<file path="src/shared/orbp_regs.svh">
`ifndef ORBP_REGS_SVH
`define ORBP_REGS_SVH

// Register offsets (word index on the plain register port)
`define ORBP_OFS_ROUTE0 8'h01
`define ORBP_OFS_CTL 8'h10
`define ORBP_OFS_RTEN 8'h11
`define ORBP_OFS_DRVCFG 8'h12
`define ORBP_OFS_FREQ 8'h13
`define ORBP_OFS_DUTY 8'h14
`define ORBP_OFS_DLY1 8'h15
`define ORBP_OFS_STATUS 8'h19

// Routing word fields and source codes
`define ORBP_ROUTE_OFF 16'hffff
`define ORBP_INV_BIT 7
`define ORBP_SRC_HIGH 8'h00
`define ORBP_SRC_LOW 8'h01
`define ORBP_SRC_ENC1 8'h02
`define ORBP_SRC_ENC64 8'h08
`define ORBP_SRC_POS1 8'h09
`define ORBP_SRC_POS64 8'h0f
`define ORBP_SRC_PWM 8'h10
`define ORBP_SRC_PWMN 8'h11

// Control and configuration bit positions
`define ORBP_BRAKE_AUTO_BIT 2
`define ORBP_BRAKE_CTL_BIT 0
`define ORBP_OUT1_CTL_BIT 16

// Brake PWM limits and reset values
`define ORBP_FREQ_MIN 16'h0032
`define ORBP_FREQ_MAX 16'h4e20
`define ORBP_DUTY_MIN 7'h02
`define ORBP_DUTY_MAX 7'h64
`define ORBP_FREQ_RST 16'h07d0
`define ORBP_DUTY_RST 7'h64
`define ORBP_DRVCFG_RST 16'h0004
`define ORBP_DLY_RST 16'h0000

// Timing
`define ORBP_CLK_PERIOD_NS 10
`define ORBP_CLK_HZ 100000000
`define ORBP_MS_NS 1000000
`define ORBP_MS_CYCLES (`ORBP_MS_NS / `ORBP_CLK_PERIOD_NS)
`define ORBP_OUT_MAX_HZ 500
`define ORBP_SWPWM_MAX_HZ 2000
`define ORBP_HALF_CYCLES(hz) (`ORBP_CLK_HZ / (2 * (hz)))

`endif

</file>
<file path="src/shared/orbp_pkg.sv">
package orbp_pkg;

    // Register port request
    typedef struct packed {
        logic [7:0] addr;
        logic [31:0] wdata;
        logic wr;
        logic rd;
    } orbp_bus_t;

    typedef logic [15:0] orbp_route_t;

    // Brake sequencer states
    typedef enum logic [2:0] {
        ST_HOLD = 3'h0,
        ST_CUR_ON = 3'h1,
        ST_RELEASE = 3'h2,
        ST_RUN = 3'h3,
        ST_STOP = 3'h4,
        ST_WAIT1 = 3'h5,
        ST_ENGAGE = 3'h6
    } orbp_seq_t;

endpackage : orbp_pkg

</file>
<file path="src/orbp_top.sv">
// Summary of operation
// One routing word per output, index 01 first
// Software PWM up to 2 kHz, others 500 Hz
// Upper byte source, lower byte control bit
// Bit 7 set makes a zero enable
// Routing word FFFF disables routing of output
// Source 00 constant high, 01 constant low
// Sources 02-08 encoder, 09-0F position steps divided
// Source 10 brake PWM, 11 its inverse
// Divider 1 gives one pulse per increment
// Automatic brake released only when operation enabled; code keeps it released in ST_STOP and ST_WAIT1
// Config bit 2 picks automatic or manual brake
// Enable: current, delay 3, release, delay 4
// Disable: stop, delay 1, engage, delay 2
// Brake PWM frequency accepted only 50 to 20000
// Duty 2 to 100 percent, 100 continuous
// Routing acts only while routing enable set
//
// Local design decision: the plain strobed port.
`timescale 1ns/1ns
`include "orbp_regs.svh"
module orbp_top #(
    parameter int NOUT = 3,
    parameter int MS_CYCLES = `ORBP_MS_CYCLES,
    parameter int OUT_HALF = `ORBP_HALF_CYCLES(`ORBP_OUT_MAX_HZ),
    parameter int SW_HALF = `ORBP_HALF_CYCLES(`ORBP_SWPWM_MAX_HZ)
) (
    // Clock and reset
    input wire logic ref_clk,
    input wire logic rst_n,
    // Register port
    input wire orbp_pkg::orbp_bus_t bus,
    output logic [31:0] rd_data,
    // Increment events from encoder and position
    input wire logic enc_step,
    input wire logic pos_step,
    // Drive state machine
    input wire logic op_enabled,
    input wire logic standstill,
    // Outputs, index 0 is the software PWM output
    output logic [NOUT-1:0] route_out,
    output logic brake_out,
    // Sequencer to drive
    output logic motor_current_on,
    output logic stop_request,
    output logic motion_enable
);
    import orbp_pkg::*;

    localparam int MSW = $clog2(MS_CYCLES) + 1;
    localparam int SW = $clog2(2 * OUT_HALF) + 1;

    orbp_route_t route [NOUT];
    orbp_route_t next_route [NOUT];
    logic [31:0] ctl_word, next_ctl_word;
    logic route_en, next_route_en;
    logic [15:0] drive_cfg, next_drive_cfg;
    logic [15:0] freq, next_freq;
    logic [6:0] duty, next_duty;
    logic [15:0] dly [4];
    logic [15:0] next_dly [4];
    logic [31:0] next_rd_data;
    logic [31:0] status_word;

    orbp_seq_t state, next_state;
    logic [15:0] cnt, next_cnt, step_cnt;
    logic [MSW-1:0] ms_cnt, next_ms_cnt;
    logic tick, done, brake_rel, next_brake_rel, next_brake_out;
    logic next_cur, next_stop, next_men;
    logic pwm;
    logic [6:0] enc_div, pos_div;

    // Divided step streams and brake waveform
    orbp_step_div u_enc_div (
        .ref_clk(ref_clk),
        .rst_n(rst_n),
        .step(enc_step),
        .div_pulse(enc_div)
    );
    orbp_step_div u_pos_div (
        .ref_clk(ref_clk),
        .rst_n(rst_n),
        .step(pos_step),
        .div_pulse(pos_div)
    );
    orbp_brake_pwm u_pwm (
        .ref_clk(ref_clk),
        .rst_n(rst_n),
        .freq(freq),
        .duty(duty),
        .pwm(pwm)
    );

    // Bit 4 is spare so the output field stays at [3:0]
    assign status_word = {21'h0, state, brake_out, motion_enable,
                          motor_current_on, 1'b0, 4'(route_out)};

    // Register writes; out-of-range brake PWM settings are dropped
    always_comb
    begin
        next_route = route;
        next_ctl_word = ctl_word;
        next_route_en = route_en;
        next_drive_cfg = drive_cfg;
        next_freq = freq;
        next_duty = duty;
        next_dly = dly;
        if (bus.wr)
        begin
            for (int i = 0; i < NOUT; i++)
                if (bus.addr == 8'(`ORBP_OFS_ROUTE0 + i))
                    next_route[i] = bus.wdata[15:0];
            for (int j = 0; j < 4; j++)
                if (bus.addr == 8'(`ORBP_OFS_DLY1 + j))
                    next_dly[j] = bus.wdata[15:0];
            if (bus.addr == `ORBP_OFS_CTL)
                next_ctl_word = bus.wdata;
            if (bus.addr == `ORBP_OFS_RTEN)
                next_route_en = bus.wdata[0];
            if (bus.addr == `ORBP_OFS_DRVCFG)
                next_drive_cfg = bus.wdata[15:0];
            if (bus.addr == `ORBP_OFS_FREQ && bus.wdata[31:16] == 16'h0 &&
                bus.wdata[15:0] >= `ORBP_FREQ_MIN &&
                bus.wdata[15:0] <= `ORBP_FREQ_MAX)
                next_freq = bus.wdata[15:0];
            if (bus.addr == `ORBP_OFS_DUTY && bus.wdata[31:7] == 25'h0 &&
                bus.wdata[6:0] >= `ORBP_DUTY_MIN &&
                bus.wdata[6:0] <= `ORBP_DUTY_MAX)
                next_duty = bus.wdata[6:0];
        end
    end

    // Read data, stands in the cycle after the strobe only
    always_comb
    begin
        next_rd_data = 32'h0;
        if (bus.rd)
        begin
            for (int i = 0; i < NOUT; i++)
                if (bus.addr == 8'(`ORBP_OFS_ROUTE0 + i))
                    next_rd_data = {16'h0, route[i]};
            for (int j = 0; j < 4; j++)
                if (bus.addr == 8'(`ORBP_OFS_DLY1 + j))
                    next_rd_data = {16'h0, dly[j]};
            if (bus.addr == `ORBP_OFS_CTL)
                next_rd_data = ctl_word;
            if (bus.addr == `ORBP_OFS_RTEN)
                next_rd_data = {31'h0, route_en};
            if (bus.addr == `ORBP_OFS_DRVCFG)
                next_rd_data = {16'h0, drive_cfg};
            if (bus.addr == `ORBP_OFS_FREQ)
                next_rd_data = {16'h0, freq};
            if (bus.addr == `ORBP_OFS_DUTY)
                next_rd_data = {25'h0, duty};
            if (bus.addr == `ORBP_OFS_STATUS)
                next_rd_data = status_word;
        end
    end

    always_ff @(posedge ref_clk)
    begin
        if (!rst_n)
        begin
            for (int i = 0; i < NOUT; i++)
                route[i] <= `ORBP_ROUTE_OFF;
            for (int j = 0; j < 4; j++)
                dly[j] <= `ORBP_DLY_RST;
            ctl_word <= 32'h0;
            route_en <= 1'b0;
            drive_cfg <= `ORBP_DRVCFG_RST;
            freq <= `ORBP_FREQ_RST;
            duty <= `ORBP_DUTY_RST;
            rd_data <= 32'h0;
        end
        else
        begin
            route <= next_route;
            dly <= next_dly;
            ctl_word <= next_ctl_word;
            route_en <= next_route_en;
            drive_cfg <= next_drive_cfg;
            freq <= next_freq;
            duty <= next_duty;
            rd_data <= next_rd_data;
        end
    end

    // Brake sequencer; delays count whole milliseconds
    always_comb
    begin
        tick = (ms_cnt == MSW'(MS_CYCLES - 1));
        next_ms_cnt = tick ? '0 : ms_cnt + 1'b1;
        done = (cnt == 16'h0);
        step_cnt = (tick && !done) ? cnt - 16'h1 : cnt;
        next_state = state;
        next_cnt = step_cnt;
        unique case (state)
            ST_HOLD:
                if (op_enabled)
                begin
                    next_state = ST_CUR_ON;
                    next_cnt = dly[2];
                end
            ST_CUR_ON:
                if (!op_enabled)
                begin
                    // Brake still closed, skip the stop and go to the ST_ENGAGE delay before current off
                    next_state = ST_ENGAGE;
                    next_cnt = dly[1];
                end
                else if (done)
                begin
                    next_state = ST_RELEASE;
                    next_cnt = dly[3];
                end
            ST_RELEASE:
                if (!op_enabled)
                    next_state = ST_STOP;
                else if (done)
                    next_state = ST_RUN;
            ST_RUN:
                if (!op_enabled)
                    next_state = ST_STOP;
            ST_STOP:
                if (standstill)
                begin
                    next_state = ST_WAIT1;
                    next_cnt = dly[0];
                end
            ST_WAIT1:
                if (done)
                begin
                    next_state = ST_ENGAGE;
                    next_cnt = dly[1];
                end
            ST_ENGAGE:
                if (done)
                    next_state = ST_HOLD;
            default:
                next_state = ST_HOLD;
        endcase
        next_cur = (next_state != ST_HOLD);
        next_brake_rel = (next_state == ST_RELEASE) ||
                         (next_state == ST_RUN) ||
                         (next_state == ST_STOP) ||
                         (next_state == ST_WAIT1);
        next_men = (next_state == ST_RUN);
        next_stop = (next_state == ST_STOP) || (next_state == ST_WAIT1) ||
                    (next_state == ST_ENGAGE);
        // Manual mode hands the brake to the control word
        next_brake_out = (drive_cfg[`ORBP_BRAKE_AUTO_BIT] ? brake_rel
                          : ctl_word[`ORBP_BRAKE_CTL_BIT]) & pwm;
    end

    always_ff @(posedge ref_clk)
    begin
        if (!rst_n)
        begin
            state <= ST_HOLD;
            cnt <= 16'h0;
            ms_cnt <= '0;
            brake_rel <= 1'b0;
            brake_out <= 1'b0;
            motor_current_on <= 1'b0;
            stop_request <= 1'b0;
            motion_enable <= 1'b0;
        end
        else
        begin
            state <= next_state;
            cnt <= next_cnt;
            ms_cnt <= next_ms_cnt;
            brake_rel <= next_brake_rel;
            brake_out <= next_brake_out;
            motor_current_on <= next_cur;
            stop_request <= next_stop;
            motion_enable <= next_men;
        end
    end

    // Per-output routing; step sources are stretched to the rate limit
    genvar gi;
    generate
        for (gi = 0; gi < NOUT; gi++)
        begin : g_out
            localparam logic [SW-1:0] HALF =
                SW'((gi == 0) ? SW_HALF : OUT_HALF);
            orbp_route_t w;
            logic [SW-1:0] st, next_st;
            logic gate, ev, stepsrc, normal, pin, next_pin;
            always_comb
            begin
                w = route[gi];
                gate = ((w[6:5] == 2'b00) ? ctl_word[w[4:0]] : 1'b0)
                       ^ w[`ORBP_INV_BIT];
                normal = (gi == 0) ? 1'b0
                         : ctl_word[`ORBP_OUT1_CTL_BIT + gi - 1];
                stepsrc = 1'b1;
                ev = 1'b0;
                if (w[15:8] >= `ORBP_SRC_ENC1 && w[15:8] <= `ORBP_SRC_ENC64)
                    ev = enc_div[3'(w[15:8] - `ORBP_SRC_ENC1)];
                else if (w[15:8] >= `ORBP_SRC_POS1 &&
                         w[15:8] <= `ORBP_SRC_POS64)
                    ev = pos_div[3'(w[15:8] - `ORBP_SRC_POS1)];
                else
                    stepsrc = 1'b0;
                // Events while a pulse is still out are dropped
                next_st = st;
                if (st != '0)
                    next_st = st - 1'b1;
                else if (ev && gate)
                    next_st = SW'(2 * HALF - 1);
                if (!route_en || w == `ORBP_ROUTE_OFF)
                    next_pin = normal;
                else if (stepsrc)
                    next_pin = (st >= HALF);
                else if (w[15:8] == `ORBP_SRC_HIGH)
                    next_pin = gate;
                else if (w[15:8] == `ORBP_SRC_PWM)
                    next_pin = gate & pwm;
                else if (w[15:8] == `ORBP_SRC_PWMN)
                    next_pin = gate & ~pwm;
                else
                    next_pin = 1'b0;
            end
            always_ff @(posedge ref_clk)
            begin
                if (!rst_n)
                begin
                    st <= '0;
                    pin <= 1'b0;
                end
                else
                begin
                    st <= next_st;
                    pin <= next_pin;
                end
            end
            assign route_out[gi] = pin;
        end
    endgenerate

    // Checks on output 1, the lower brake frequency and upper duty limits, the manual brake and the sequencer
    route_off_a: assert property (@(posedge ref_clk) disable iff (!rst_n)
        route_en && route[1] == 16'hffff |=> route_out[1] == $past(ctl_word[16]))
        else $error("disabled route did not follow normal output");
    normal_mode_a: assert property (@(posedge ref_clk) disable iff (!rst_n)
        !route_en |=> route_out[1] == $past(ctl_word[16]))
        else $error("output not normal with routing off");
    const_high_a: assert property (@(posedge ref_clk) disable iff (!rst_n)
        route_en && route[1][15:7] == 9'h000 && ctl_word[route[1][4:0]] &&
        route[1][6:5] == 2'b00 |=> route_out[1])
        else $error("constant high source not high");
    const_low_a: assert property (@(posedge ref_clk) disable iff (!rst_n)
        route_en && route[1][15:8] == 8'h01 |=> !route_out[1])
        else $error("constant low source not low");
    invert_gate_a: assert property (@(posedge ref_clk) disable iff (!rst_n)
        route_en && route[1][15:7] == 9'h001 && ctl_word[route[1][4:0]] &&
        route[1][6:5] == 2'b00 |=> !route_out[1])
        else $error("inverted control bit did not switch off");
    freq_reject_a: assert property (@(posedge ref_clk) disable iff (!rst_n)
        bus.wr && bus.addr == 8'h13 && bus.wdata < 32'h32 |=> $stable(freq))
        else $error("illegal brake frequency accepted");
    duty_reject_a: assert property (@(posedge ref_clk) disable iff (!rst_n)
        bus.wr && bus.addr == 8'h14 && bus.wdata > 32'h64 |=> $stable(duty))
        else $error("illegal brake duty accepted");
    brake_manual_a: assert property (@(posedge ref_clk) disable iff (!rst_n)
        !drive_cfg[2] && !ctl_word[0] |=> !brake_out)
        else $error("manual brake output on with bit 0 clear");
    brake_hold_a: assert property (@(posedge ref_clk) disable iff (!rst_n)
        brake_rel |-> motor_current_on && state != ST_HOLD)
        else $error("brake released without current");
    run_entry_a: assert property (@(posedge ref_clk) disable iff (!rst_n)
        $rose(motion_enable) |-> $past(brake_rel))
        else $error("motion enabled before brake release");
    drop_stop_a: assert property (@(posedge ref_clk) disable iff (!rst_n)
        state == ST_RUN && !op_enabled |=> stop_request && !motion_enable)
        else $error("leaving operation enabled did not stop");
    run_seen_c: cover property (@(posedge ref_clk) disable iff (!rst_n)
        state == ST_RUN);
    back_hold_c: cover property (@(posedge ref_clk) disable iff (!rst_n)
        state == ST_ENGAGE ##1 state == ST_HOLD);
    step_out_c: cover property (@(posedge ref_clk) disable iff (!rst_n)
        route_en && $rose(route_out[1]));
    brake_pwm_c: cover property (@(posedge ref_clk) disable iff (!rst_n)
        $fell(brake_out));

endmodule : orbp_top

</file>
<file path="src/orbp_step_div.sv">
`timescale 1ns/1ns
module orbp_step_div (
    // Clock and reset
    input wire logic ref_clk,
    input wire logic rst_n,
    // Increment events, one cycle each
    input wire logic step,
    // Divided pulses for dividers 1, 2, 4 ... 64
    output logic [6:0] div_pulse
);
    import orbp_pkg::*;

    logic [5:0] cnt;
    logic [5:0] next_cnt;
    logic [6:0] next_div;

    // Divider 2^k fires when the low k count bits are all ones
    genvar k;
    generate
        for (k = 0; k < 7; k++)
        begin : g_div
            localparam logic [5:0] MASK = 6'((1 << k) - 1);
            assign next_div[k] = step && ((cnt | ~MASK) == 6'h3f);
        end
    endgenerate

    // Step counter
    always_comb
    begin
        next_cnt = step ? cnt + 6'h01 : cnt;
    end

    always_ff @(posedge ref_clk)
    begin
        if (!rst_n)
        begin
            cnt <= 6'h00;
            div_pulse <= 7'h00;
        end
        else
        begin
            cnt <= next_cnt;
            div_pulse <= next_div;
        end
    end

    step_pass_a: assert property (@(posedge ref_clk) disable iff (!rst_n)
        step |=> div_pulse[0])
        else $error("step did not give a divide-by-1 pulse");
    step_idle_a: assert property (@(posedge ref_clk) disable iff (!rst_n)
        !step |=> div_pulse == 7'h00)
        else $error("divided pulse without a step");

endmodule : orbp_step_div

</file>
<file path="src/orbp_brake_pwm.sv">
`timescale 1ns/1ns
`include "orbp_regs.svh"
module orbp_brake_pwm #(
    parameter int CLK_HZ = `ORBP_CLK_HZ
) (
    // Clock and reset
    input wire logic ref_clk,
    input wire logic rst_n,
    // Frequency in Hz and duty in percent
    input wire logic [15:0] freq,
    input wire logic [6:0] duty,
    // Waveform
    output logic pwm
);
    import orbp_pkg::*;

    localparam logic [26:0] CLK_LIM = 27'(CLK_HZ);

    logic [26:0] acc;
    logic [26:0] next_acc;
    logic [27:0] sum;
    logic next_pwm;

    // Phase accumulator: no divider needed, period is exact on average
    always_comb
    begin
        sum = {1'b0, acc} + {12'h000, freq};
        next_acc = (sum >= {1'b0, CLK_LIM}) ? 27'(sum - {1'b0, CLK_LIM})
                                             : sum[26:0];
        // High share of the phase; duty 100 is always high
        next_pwm = ({7'h00, acc} * 34'h64) <
                   (34'(CLK_HZ) * {27'h0, duty});
    end

    always_ff @(posedge ref_clk)
    begin
        if (!rst_n)
        begin
            acc <= 27'h0;
            pwm <= 1'b0;
        end
        else
        begin
            acc <= next_acc;
            pwm <= next_pwm;
        end
    end

    duty_full_a: assert property (@(posedge ref_clk)
        disable iff (!rst_n) duty == `ORBP_DUTY_MAX |=> pwm)
        else $error("full duty not continuously on");
    phase_range_a: assert property (@(posedge ref_clk)
        disable iff (!rst_n) acc < CLK_LIM)
        else $error("phase accumulator out of range");

endmodule : orbp_brake_pwm

</file>
<file path="config.mk">
export PLATFORM = sky130hd
export DESIGN_NAME = orbp_top
export DESIGN_NICKNAME = d
export VERILOG_FILES = /design/src/shared/orbp_pkg.sv /design/src/orbp_top.sv /design/src/orbp_step_div.sv /design/src/orbp_brake_pwm.sv
export VERILOG_INCLUDE_DIRS = /design/src /design/src/shared
export SDC_FILE = /design/constraint.sdc
export NUM_CORES = 1
export LEC_CHECK = 0
export BUFFER_PORTS_ARGS = -buffer_cell sky130_fd_sc_hd__buf_2
export CAP_MARGIN = 20
export CORE_MARGIN = 2
export CORE_UTILIZATION = 49
export DETAILED_ROUTE_END_ITERATION = 10
export GPL_TIMING_DRIVEN = 0
export PLACE_DENSITY = 0.65
export SYNTH_ARGS = -nofsm -noshare
export SYNTH_HDL_FRONTEND = slang
export SYNTH_SLANG_ARGS = --single-unit
</file>
<file path="constraint.sdc">
create_clock -name ref_clk -period 6.03 [get_ports ref_clk]
set_input_delay 0.603 -clock ref_clk [delete_from_list [all_inputs] [get_ports ref_clk]]
set_output_delay 0.603 -clock ref_clk [all_outputs]
set_load 0.01 [all_outputs]
</file>
==> summary.md <==
| Metric | Value |
|---|---|
| Critical Path AT | `~6200 ps` |
| Vias in the first global route | `about 22,000` |
| DRT Wirelength | `81,400 um` |
| Status | `completed` |
| Slew Limit Headroom | `11.5%` |
| Hold Path Class | `in2reg` |
| Fin util | `55.8%` |
| Yosys cell types | `96` |
| CP Data Required Time | `6500 ps` |
| DIE WIDTH | `227 um` |
| Cell count after synthesis | `2,980` |
| Cell Pwr Density | `346 nW/um^2` |
| RR Startpoint | `duty[4]` |
| CTS Hold Bufs | `0` |
| Commonest non-fill, non-tap cell in the layout | `nand2_1` |
| Hold Startpoint | `bus[27]` |
| Number of synthesized flops with an enable pin | `0` |
| Core Rows | `between 80 and 90` |
| Leak Pwr | `roughly 12 nW` |
| Remaining Overflow, GRT | `0` |
| Die H | `227 um` |
| Layout area overhead | `12.2%` |
| Cts bufs inserted | `43` |
| Clock-pin slew on the worst setup and hold paths | `around 60 ps` |
| Worst skew pair latency | `590 ps` |
| Int Power | `0.00581 W` |
| Final hold vios | `0` |
| Crit Path Max Fanout | `7` |
| Setup violators final | `0` |
| Mean area per synthesized cell | `8.21 um^2` |
| Logic gate share of total power | `38.1%` |
| Maxcap violations | `0` |
| Ys async rst share | `0%` |
| DR DRC count | `0` |
| Inserted Diodes | `0` |
| Num ports | `87` |
| Fmax | `174 MHz` |
| Initial Util | `49.8%` |
| CTS Sinks | `372` |
| Sequential area share after synthesis | `between 30% and 40%` |
| Dpl hpwl | `62,900 um` |
| Reg power frac | `31.4%` |
| Fill cell count | `4,625` |
| Hold path depth | `3` |
| Core box area | `49,200 um^2` |
| Critical path launch point type | `flop` |
| CTS tree | `done` |
| Root Driver | `clkbuf_16` |
| Maximum VDD drop | `0.000249 V` |
| Synth top area share | `between 30% and 40%` |
| TritonRoute pass-1 iters | `5` |
| Net Count, Synth | `~3,300` |
| Period utilization | `between 90% and 100%` |
| Total number of vias | `22,700` |
| Cell taking the most area after synthesis | `dfxtp_1` |
| CP Capture Type | `flop` |
| Layout cells sized above 1 | `9.34%` |
| Via/cell ratio | `5.95` |
| Hold EP | `ctl_word[25]` |
| Final net count | `approximately 3,400` |
| DRT iter0 DRCs | `1,929` |
| GRT Util Overall | `between 30% and 40%` |
| R2r worst-path depth | `20` |
| Hold slack | `270 ps` |
| H-tree Lvls | `2` |
| I/O Buffers | `83` |
| Switching portion of total power | `38.9%` |
| Actual slew at the worst max-slew pin | `1320 ps` |
| Highest-count cells in the layout ignoring fill and taps | `nand2_1, dfxtp_1, a21oi_1` |
| Synth area leaders | `dfxtp_1, ha_1, nand2_1` |
| WS Path Type | `reg2reg` |
| Sw Pwr | `0.00370 W` |
| Post-Syn Area | `around 24,000 um^2` |
| Initial antenna violation count | `2` |
| Routed Antenna Nets | `0` |
| WL/cell | `21.4 um` |
| Gpl congestion | `1.00` |
| Synthesized flop and latch total | `372` |
| Synth Flop Type | `dfxtp_1` |
| Die ar. | `roughly 52,000 um^2` |
| YS warnings | `0` |
| RR Endpoint | `u_pwm.pwm` |
| Largest net degree at the start of global routing | `15` |
| FF-to-FF setup slack | `slightly below 300 ps` |
| Longest Clk Path Bufs | `3` |
| Worst Skew | `around 26 ps` |
| Crit path time final | `5740 ps` |
| First-pass GRT wire length | `125,000 um` |
| Pins Over Slew Limit | `0` |
| Clock Power Share | `30.5%` |
-- routing by layer --
metal  wire length (um)  vias to the layer above  global-route usage, %  share of wire (%)
met1              35600                    10900                   42.6                 44
met3               6530                      182                   5.27                8.0
met2              34800                      888                   48.4                 43
met4               4410                        2                   15.6                5.4
li1                   -                    10700                      -                  -
met5                 13                        -                      0              0.016
-- synth_stat cells (all sizes together) (9+ instances only) --
library cell  number
nand2            473
dfxtp            372
a21oi            242
inv              217
nor2             216
ha               202
clkbuf           144
o21ai            128
nand3             85
xnor2             81
nor3              69
mux2i             56
fa                53
xor2              45
mux4              42
and3              37
a22oi             36
and2              34
nor4              31
nand2b            30
nand4             28
a211oi            27
mux2              24
o211ai            24
o21a              23
or3               23
a221oi            21
nor2b             21
a21o              14
o221ai            14
o22ai             14
or2               12
a31oi             11
buf                9
or4                9
-- how the worst max path moves through the flow --
stage                 start   endpoint  slack, ps  cells after the start
3_3_place_gp        duty[5]  u_pwm.pwm       -250                     20
3_5_place_dp        duty[5]  u_pwm.pwm       -240                     20
2_1_floorplan       duty[5]  u_pwm.pwm        610                     20
6_report            duty[4]  u_pwm.pwm        290                     20
4_1_cts             duty[5]  u_pwm.pwm         10                     23
5_1_grt        u_pwm.acc[1]  u_pwm.pwm         -2                     26
-- critical path, stage by stage (launching register included) --
cell       delay (ps)
dfxtp_4           390
fa_1              560
fa_1              570
inv_1              80
fa_1              550
inv_1              60
fa_1              470
ha_1              370
a21oi_1           190
o21ai_2           110
a41oi_2           250
a21oi_1           130
a41o_1            290
o41ai_2           310
o21ai_0           160
a21oi_1           190
xor2_1            210
ha_1              270
nand4_1           100
nor2_1             60
a2111oi_2         340
-- through the flow --
step / std cells / worst slack, ps / cell area [um^2] / setup TNS (ps) / power, W
6_report: 3813 / 294 / 27400 / 0 / 0.00951
5_1_grt: 3813 / -1.71 / 27400 / -1.71 / 0.0101
4_1_cts: 3807 / 12.6 / 27300 / 0 / 0.00947
3_5_place_dp: 3730 / -235 / 25800 / -235 / 0.00655
3_3_place_gp: 3727 / -253 / 25700 / -253 / 0.00649
2_1_floorplan: 2980 / 610 / 24500 / 0 / 0.00559
-- layout make-up --
class                   instances  area [um^2]  share of cell area, %
repair buffers                 92          498                   1.82
well taps                     664          831                   3.03
plain buffers                 153          591                   2.15
clock inverters                26          397                   1.45
flip-flops and latches        372         7470                   27.2
multi-input cells            2237        15700                   57.1
clock buffers                  51         1160                   4.22
inverters                     218          818                   2.98
-- kinds of logic (layout without fill, tap and decap cells) --
logic type	count (synthesis)	after routing	synth area share [%]
and+or+nand+nor	1093	1093	20.5
AOI/OAI and AO/OA	641	641	16.8
DFF	372	372	30.4
buffers and inverters	371	540	5.76
adders and majority gates	255	255	14.7
xor gates and xnor gates	126	126	4.54
muxes	122	122	7.26
-- sequential cells by signal, summed over array words and instances, names as in the netlist, 3 cells and up --
register and count:
dly 64, cnt 16, u_enc_div.cnt 6, rd_data 32
u_pos_div.div_pulse 7, ms_cnt 18, ctl_word 32, g_out.st 57
duty 7, u_enc_div.div_pulse 7, state 3, u_pos_div.cnt 6
g_out.w 48, drive_cfg 16, freq 16, g_out.pin 3
u_pwm.acc 27
-- timing repair --
action,CTS,global route
endpoints found under the setup margin,1,1
setup buffers,0,6
resized for setup,7,25
gates cloned,0,0
pin swaps,0,5
-- power by group through the flow --
stage	registers, W	logic [W]	clock network (W)
global placement	0.00302	0.00347	0
global route	0.00302	0.00403	0.00304
floorplan	0.00295	0.00264	0
detailed placement	0.00302	0.00352	0
CTS	0.00297	0.00356	0.00294
finish	0.00298	0.00362	0.00290
Note: power is estimated with default switching activity, not from simulation.
